**config.mk**
```make
export PLATFORM = sky130hd
export DESIGN_NAME = step_ctrl
export DESIGN_NICKNAME = d
export VERILOG_FILES = /design/src/inc/step_ctrl_pkg.sv /design/src/logic/step_ctrl.sv
export SDC_FILE = /design/constraint.sdc
export NUM_CORES = 1
export LEC_CHECK = 0
export BUFFER_PORTS_ARGS = -buffer_cell sky130_fd_sc_hd__buf_2
export CELL_PAD_IN_SITES_DETAIL_PLACEMENT = 0
export CELL_PAD_IN_SITES_GLOBAL_PLACEMENT = 1
export CORE_MARGIN = 2
export CORE_UTILIZATION = 37
export CTS_CLUSTER_DIAMETER = 50
export DETAILED_ROUTE_END_ITERATION = 16
export GPL_ROUTABILITY_DRIVEN = 0
export PLACE_DENSITY = 0.74
export SLEW_MARGIN = 0
export SYNTH_ARGS = -nofsm -noshare
export SYNTH_HDL_FRONTEND = slang
export SYNTH_SLANG_ARGS = --single-unit
```
**constraint.sdc**
```tcl
create_clock -name clk -period 1.8 [get_ports clk]
set_clock_uncertainty 0.1 [all_clocks]
set_input_delay 0.18 -clock clk [delete_from_list [all_inputs] [get_ports clk]]
set_output_delay 0.18 -clock clk [all_outputs]
set_load 0.005 [all_outputs]
```
**src/inc/step_ctrl_pkg.sv**
```systemverilog
// Constants, state codes and strobe carriers for the front-panel step control
package step_ctrl_pkg;
  // Clock and machine-cycle timing
  localparam int CLK_NS = 10;
  localparam int SLOT_NS = 200;
  localparam int SLOT_CYC = SLOT_NS / CLK_NS;
  localparam int SLOTS_PER_CYCLE = 8;
  localparam int STROBE_MIN_NS = 45;
  localparam int STROBE_MAX_NS = 55;
  localparam int STROBE_CYC = (STROBE_MIN_NS + CLK_NS - 1) / CLK_NS;
  localparam int STROBE_MAX_CYC = STROBE_MAX_NS / CLK_NS;
  localparam int INCR_NS = 400;
  localparam int INCR_CYC = INCR_NS / CLK_NS;

  // Slot and sub-slot positions
  localparam logic [2:0] SLOT_ZERO = 3'h0;
  localparam logic [2:0] SLOT_ONE = 3'h1;
  localparam logic [2:0] SLOT_TWO = 3'h2;
  localparam logic [2:0] SLOT_SIX = 3'h6;
  localparam logic [2:0] SLOT_SEVEN = 3'h7;
  localparam logic [4:0] SUB_FIRST = 5'h00;
  localparam logic [4:0] SUB_LAST = 5'(SLOT_CYC - 1);
  localparam logic [4:0] SUB_STROBE = 5'(STROBE_CYC);

  // Register port map and reset values
  localparam logic [1:0] REG_CTRL = 2'h0;
  localparam logic [1:0] REG_STATUS = 2'h1;
  localparam logic [7:0] CTRL_RESET = 8'h01;
  localparam int CTRL_PANEL_EN_BIT = 0;

  // Run control state, one-hot
  typedef enum logic [2:0] {
    ST_HALT = 3'b001,
    ST_STEP = 3'b010,
    ST_DISP = 3'b100
  } run_state_t;

  // Decoder strobes towards the arithmetic cards
  typedef struct packed {
    logic t_clear;
    logic t_read;
    logic [2:0] incr;
    logic [6:0] store;
  } decode_strobe_t;

  // Phase-logic controls
  typedef struct packed {
    logic run_enable;
    logic phase_reset;
    logic phase_three;
    logic phase_one_to_three_gate;
    logic memory_timing_enable;
  } phase_ctrl_t;
endpackage

```
**src/logic/step_ctrl.sv**
```systemverilog
// Front-panel single-step and display-memory step control
`timescale 1ns/1ps
module step_ctrl (
  // Clock and reset
  input wire logic clk,
  input wire logic rst,
  // Operator switches
  input wire logic single_step_switch,
  input wire logic display_memory_switch,
  // Register port
  input wire logic [1:0] addr,
  input wire logic [7:0] wdata,
  input wire logic wr,
  input wire logic rd,
  output logic [7:0] rdata,
  // Panel indicators and phase logic
  output logic run_cycle_flag,
  output logic run_cycle_flag_n,
  output logic single_step_request,
  output logic display_memory_request,
  output logic start_pulse,
  output step_ctrl_pkg::phase_ctrl_t phase,
  // Instruction decoder strobes
  output step_ctrl_pkg::decode_strobe_t strobe
);
  logic [4:0] sub;
  logic [2:0] slot;
  logic [4:0] next_sub;
  logic [2:0] next_slot;
  logic step_sync_first;
  logic step_sync_second;
  logic dm_mode;
  logic [7:0] ctrl;
  step_ctrl_pkg::run_state_t state;
  step_ctrl_pkg::run_state_t next_state;
  logic next_first;
  logic next_second;
  logic next_ss_req;
  logic next_dm_req;
  logic next_dm_mode;
  logic next_pulse;
  logic [7:0] next_ctrl;
  logic [7:0] next_rdata;
  step_ctrl_pkg::phase_ctrl_t next_phase;
  step_ctrl_pkg::decode_strobe_t next_strobe;
  logic t1_now;
  logic t2_now;
  logic t7s_now;
  logic pressed;
  logic accept;
  logic panel_en;

  // True at the first cycle of the given slot
  function automatic logic slot_start(input logic [2:0] s,
                                      input logic [4:0] u,
                                      input logic [2:0] want);
    slot_start = (s == want) && (u == step_ctrl_pkg::SUB_FIRST);
  endfunction

  // True in the first strobe-width cycles of the given slot
  function automatic logic slot_head(input logic [2:0] s,
                                     input logic [4:0] u,
                                     input logic [2:0] want);
    slot_head = (s == want) && (u < step_ctrl_pkg::SUB_STROBE);
  endfunction

  // Machine-cycle slot generator
  always_comb begin
    next_sub = sub + 5'h01;
    next_slot = slot;
    if (sub == step_ctrl_pkg::SUB_LAST) begin
      next_sub = step_ctrl_pkg::SUB_FIRST;
      next_slot = slot + 3'h1;
    end
  end

  always_ff @(posedge clk or posedge rst) begin
    if (rst) begin
      sub <= 5'h00;
      slot <= 3'h0;
    end else begin
      sub <= next_sub;
      slot <= next_slot;
    end
  end

  // Slot strobes seen by the step logic
  assign t1_now = slot_start(slot, sub, step_ctrl_pkg::SLOT_ONE);
  assign t2_now = slot_start(slot, sub, step_ctrl_pkg::SLOT_TWO);
  assign t7s_now = (slot == step_ctrl_pkg::SLOT_SEVEN) &&
                   (sub == step_ctrl_pkg::SUB_LAST);
  assign panel_en = ctrl[step_ctrl_pkg::CTRL_PANEL_EN_BIT];
  assign pressed = single_step_switch | display_memory_switch;
  // Gate opens only while halted; a held switch keeps its latch
  assign accept = ~run_cycle_flag & panel_en;

  // Request latch, step synchronisers and start pulse
  always_comb begin
    next_ss_req = single_step_switch &
                  (single_step_request | (accept & ~display_memory_request));
    next_dm_req = display_memory_switch &
                  (display_memory_request | (accept & ~single_step_request));
    if (!single_step_switch) begin
      next_ss_req = 1'b0;
    end
    next_dm_mode = dm_mode;
    if (accept && !single_step_request && !display_memory_request) begin
      next_dm_mode = display_memory_switch;
    end
    next_first = step_sync_first;
    if (t2_now) begin
      next_first = single_step_request | display_memory_request;
    end
    next_second = step_sync_second;
    if (t1_now) begin
      next_second = step_sync_first;
    end
    // Edge of the pair is the pulse, so a held switch gives only one
    next_pulse = next_first & ~next_second;
  end

  always_ff @(posedge clk or posedge rst) begin
    if (rst) begin
      single_step_request <= 1'b0;
      display_memory_request <= 1'b0;
      dm_mode <= 1'b0;
      step_sync_first <= 1'b0;
      step_sync_second <= 1'b0;
      start_pulse <= 1'b0;
    end else begin
      single_step_request <= next_ss_req;
      display_memory_request <= next_dm_req;
      dm_mode <= next_dm_mode;
      step_sync_first <= next_first;
      step_sync_second <= next_second;
      start_pulse <= next_pulse;
    end
  end

  // Run flag: decided only at late slot seven, so it spans one machine cycle
  always_comb begin
    next_state = state;
    if (t7s_now) begin
      if (start_pulse && dm_mode) begin
        next_state = step_ctrl_pkg::ST_DISP;
      end else if (start_pulse) begin
        next_state = step_ctrl_pkg::ST_STEP;
      end else begin
        next_state = step_ctrl_pkg::ST_HALT;
      end
    end
  end

  // Phase controls and decoder strobes, aligned to the next slot count
  always_comb begin
    next_phase = '0;
    next_strobe = '0;
    unique case (next_state)
      step_ctrl_pkg::ST_HALT: begin
        next_phase = '0;
      end
      step_ctrl_pkg::ST_STEP: begin
        next_phase.run_enable = 1'b1;
      end
      step_ctrl_pkg::ST_DISP: begin
        next_phase.run_enable = 1'b1;
        next_phase.phase_three = 1'b1;
        next_phase.phase_one_to_three_gate = 1'b1;
        next_phase.memory_timing_enable = 1'b1;
        next_strobe.t_clear = slot_head(next_slot, next_sub,
                                        step_ctrl_pkg::SLOT_ZERO);
        next_strobe.t_read = slot_head(next_slot, next_sub,
                                       step_ctrl_pkg::SLOT_TWO);
        // Slots six and seven together give the 400 ns transfer
        next_strobe.incr = {3{next_slot >= step_ctrl_pkg::SLOT_SIX}};
        next_strobe.store = {7{slot_head(next_slot, next_sub,
                                 step_ctrl_pkg::SLOT_SEVEN)}};
      end
    endcase
    // Phase reset pulse marks the display entry at late slot seven
    next_phase.phase_reset = t7s_now & start_pulse & dm_mode;
  end

  always_ff @(posedge clk or posedge rst) begin
    if (rst) begin
      state <= step_ctrl_pkg::ST_HALT;
      run_cycle_flag <= 1'b0;
      run_cycle_flag_n <= 1'b1;
      phase <= '0;
      strobe <= '0;
    end else begin
      state <= next_state;
      run_cycle_flag <= (next_state != step_ctrl_pkg::ST_HALT);
      run_cycle_flag_n <= (next_state == step_ctrl_pkg::ST_HALT);
      phase <= next_phase;
      strobe <= next_strobe;
    end
  end

  // Register port: control enables the panel, status shows step state
  always_comb begin
    next_ctrl = ctrl;
    next_rdata = 8'h00;
    if (wr && addr == step_ctrl_pkg::REG_CTRL) begin
      next_ctrl = wdata;
    end
    if (rd) begin
      unique case (addr)
        step_ctrl_pkg::REG_CTRL: next_rdata = ctrl;
        step_ctrl_pkg::REG_STATUS: next_rdata = {slot, dm_mode,
          start_pulse, run_cycle_flag, step_sync_second, step_sync_first};
        default: next_rdata = 8'h00;
      endcase
    end
  end

  always_ff @(posedge clk or posedge rst) begin
    if (rst) begin
      ctrl <= step_ctrl_pkg::CTRL_RESET;
      rdata <= 8'h00;
    end else begin
      ctrl <= next_ctrl;
      rdata <= next_rdata;
    end
  end

  // Helper counters of pulse and run lengths for the checks below
  logic [7:0] pulse_len;
  logic [7:0] run_len;
  always_ff @(posedge clk or posedge rst) begin
    if (rst) begin
      pulse_len <= 8'h00;
      run_len <= 8'h00;
    end else begin
      pulse_len <= start_pulse ? pulse_len + 8'h01 : 8'h00;
      run_len <= run_cycle_flag ? run_len + 8'h01 : 8'h00;
    end
  end
endmodule

```
## After elaboration in Yosys (flattened, before gate mapping)

Index checks and enable logic that the tools add are counted.

- Register bits: 52
- Bits of input ports: 16

- Add/subtract/negate cells: 2
- $lt $le $gt $ge: 2
- Eq/ne operators: 11
- Mux-type cells: 13
- Bitwise operators: 15
- Reduce and logical (&&, ||, !) cells: 16

Operator list:

| cell | count |
|---|---|
| case mux 8 bit (2 select lines) | 1 |
| 2-to-1 mux 12 bit | 1 |
| 2-to-1 mux 3 bit | 4 |
| logical AND 1 bit | 10 |
| equality test 3 x 2 -> 1 bit, second input constant | 3 |
| equality test 3 bit, second input constant | 3 |
| bitwise AND 1 bit | 8 |
| 2-to-1 mux 8 bit | 1 |
| equality test 3 x 1 -> 1 bit, second input constant | 2 |
| adder 5 x 1 -> 5 bit, second input constant | 1 |
| equality test 5 bit, second input constant | 1 |
| zero test 5 bit | 1 |
| < comparator 5 x 3 -> 1 bit, second input constant | 1 |
| 2-to-1 mux 5 bit | 1 |
| inverter 1 bit | 4 |
| adder 3 x 1 -> 3 bit, second input constant | 1 |
| >= comparator 3 bit, second input constant | 1 |
| zero test 3 bit | 1 |
| 2-to-1 mux 1 bit | 3 |
| inequality test 3 x 1 -> 1 bit, second input constant | 1 |
| bitwise OR 1 bit | 3 |
| equality test 2 x 1 -> 1 bit, second input constant | 1 |
| zero test 1 bit | 2 |
| zero test 2 bit | 1 |
| other kinds (3) | 3 |

## Longest topological paths before layout

- Depth in word-level cells: 6
- Mapped depth: 7
- Depth with buffers taken out: 6

## Least setup slack after synthesis

Ideal clock, no wire load.

- Path type: reg-to-reg
- From: register sub[0]
- To: register strobe[11] in the netlist's numbering
- Library setup time: 0.067 ns
- Arrival: 1.800 ns
- Data required time: 1.633 ns
- Path slack: -0.167 ns
- Cell stages (with the launch flop): 7
- Period minus slack after synthesis: 1.967 ns
- Cell sequence: dfrtp_1 -> ha_1 -> clkbuf_2 -> nand4bb_4 -> or3_4 -> a222oi_1 -> and3b_1

RTL lines:

| item | line | RTL |
|---|---|---|
| from (decl) | step_ctrl.sv:26 | `logic [4:0] sub;` |
| from (signal assigned) | step_ctrl.sv:82 | `sub <= next_sub;` |
| to (signal assigned) | step_ctrl.sv:196 | `strobe <= next_strobe;` |
| to (decl) | step_ctrl.sv:24 | `output step_ctrl_pkg::decode_strobe_t strobe` |

==> results.cfg <==
[run_status]
status = finished, violations left
violations = negative setup slack

[yosys]
synth_cells = 168
synth_flop_cell = dfrtp_1
syn_area_per_cell_um2 = 11.6
netlist_area_um2 = 1950
ys_ff_latch = 42
synth-edff-count = 0
synth_top_area_cell = dfrtp_1
yosys-top-cells-area = dfrtp_1 50%, mux2_2 6.4%, mux2i_1 5.1%
synth-seq-area-share_pct = 54.2
ys_types = 39
async_flop_share_pct = 100
yosysTopAreaCellShare_pct = 50.1
synth.net_count = 190
yosys_warnings = 0

[critical_path]
crit_type = reg -> reg
crit_path_max_fanout = 3
r2r_slack_ns = -0.06
rr_worst_depth = 6
crit_arrival_ns = 1.99
r2r_start = slot[0]
cp_data_required_time_ns = 1.93
critical_path.startpoint = slot[0]
start_kind = register
crit_path_end_kind = register

[timing]
tns_ns = -0.181
rsz0062_at_grt = yes
drv_slew = 0
maxSlewHeadroom_pct = 65.5
fmax_ghz = 0.537
final-setup-viol-count = 3
worstMarginPinSlew_ns = 0.518
final.min_clock_period_ns = 1.86
timing.final.hold_violations = 0
setup_slack_ns = -0.0616
post-route-period-util_pct = 103

[drt]
drt_iter0_markers = 65
drc = 0
finalWirelength_mm = 3.69
firstDrtPassIters = 4
ant_nets = 0
routedWlPerCell_um = 12.4
routed_via_density = 4.48
num_vias = 1339

[pwr]
p_sw_share_pct = 20.5
p_per_area_nw_per_um2 = 769
switching_power_w = 0.000388
pwr-share-seq_pct = 53.3
combPwrFrac_pct = 6.2
peakVddDrop_v = 0.000456
internal-power_w = 0.00151
power.leakage_nw = 1.29
clkPwrFrac_pct = 40.5

[global_routing]
antenna_found_initial = 0
grt_overflow = 0
grt_pass1_wl_mm = 6.31
grt_max_degree = 43
grt_pass1_vias = 1350
grtUsageTotal_pct = 13.7

[final_layout]
syn2layout_area_growth_pct = 26.5
final_nets = 250
final_area_um2 = 2460
diodes = 0
post-route-util_pct = 48.2
fillers = 484
drive_gt1_share_pct = 42.8

[worst_hold_path]
min_path_type = in -> reg
hold_path_depth = 2
hp-start = wdata[3]

[run]
cap_violations = 0

[clock_tree]
cts_buffer_depth = 2
cts_tree = yes
numCtsBuffers = 5
clkTransAtPathRegs_ns = 0.08
numClockSinks = 42
cts_root_buf = clkbuf_8
clock_latency_ns = 0.29
htreeDepth = 2

[die]
dieWidth_um = 76.5
initial_core_util_pct = 38.1
die_h_um = 76.5
core_area_um2 = 5110
dieArea_um2 = 5860
io-pin-count = 46
rows = 26

[place]
port_buffers = 45
pre_cts_slack_ns = -0.0818
dpl.hpwl_mm = 2.73
placed_cell_area_um2 = 2290
-- critical path: stages (launching register included) --
cell	delay, ns
dfrtp_1	0.36
ha_2	0.19
ha_4	0.13
inv_2	0.03
or3_4	0.36
a222oi_1	0.41
and3_1	0.21
-- cells in the mapped netlist (2+ instances only) --
library cell and instances:
inv_1 10, mux2_2 11, mux2i_1 10, nor2_1 18, dfstp_2 3, nand2b_1 3
nor2b_1 2, buf_6 2, xnor2_1 4, nand3_1 2, ha_1 6, o21ai_0 7
nand2_1 14, buf_4 10, nand4_1 2, o21a_1 2, and3_1 2, dfrtp_1 39
-- flip-flops by register name, indices dropped and copies added (netlist names), 3 cells and up --
name	flops
strobe	4
ctrl	8
sub	5
slot	3
state	3
phase	3
rdata	8
-- per-layer routing --
metal | vias to the layer above | track usage [%] | wire, µm
li1 | 676 | - | -
met1 | 635 | 16.6 | 1710
met2 | 22 | 23.2 | 1790
met3 | 6 | 4.27 | 139
met4 | 0 | 4.91 | 55
met5 | - | 0 | 0
-- placed cells by master, fill, tap and decap left out, types with 3 or more instances in the layout --
master and instances:
inv_1 9, mux2i_1 10, ha_1 3, buf_2 45
nand2b_1 3, dfrtp_1 39, mux2_2 11, nor2_1 18
o21ai_0 7, clkbuf_8 6, xnor2_1 4, nand2_1 13
buf_4 21, dfstp_2 3
-- stage by stage --
stage	hold slack, ns	power (W)	instances
finish	0.0113	0.00189	299
global route	0.00264	0.00198	299
CTS	0.00379	0.00192	298
detailed placement	0.236	0.00115	287
global placement	0.236	0.00114	287
floorplan	0.202	0.00110	168
-- power groups by stage --
stage	registers, W	clock network (W)	logic [W]
final	0.00101	0.000767	0.000117
after floorplan	0.00102	0	0.0000749
after global placement	0.00103	0	0.000114
after global routing	0.00102	0.000829	0.000131
after detailed placement	0.00103	0	0.000116
after CTS	0.00101	0.000790	0.000120
-- cell families after synthesis --
family / share of synthesized area (%)
AO/OA/AOI/OAI: 5.98
XOR/XNOR: 1.80
adder cells (fa/ha/maj): 3.86
buffers and inverters: 7.58
flip-flops: 54.2
multiplexers: 11.5
AND/OR/NAND/NOR: 15.1
-- repair_timing --
item	4_1_cts	5_1_grt
pin swaps	2	5
setup buffers	1	1
resized for setup	4	1
hold buffers	2	0
setup endpoints to repair	3	5
hold endpoints to repair	40	0
-- final timing paths --
path	end
hold reg to reg	ctrl[1]
setup / recovery	strobe[10]
max in group asynchronous	state[0]
hold / removal	ctrl[3]
setup reg to reg	strobe[10]
min in group asynchronous	rdata[3]
-- area by class of cell --
class | count | area, µm² | share of cell area, %
tap | 70 | 87.6 | 3.56
multi-input combinational | 101 | 764 | 31.0
clock buffer | 7 | 86.3 | 3.50
sequential | 42 | 1050 | 42.8
clock inverter | 1 | 30.0 | 1.22
inverter | 10 | 37.5 | 1.52
timing repair buffer | 68 | 403 | 16.4
No activity file was read; power rests on OpenSTA's default activity.
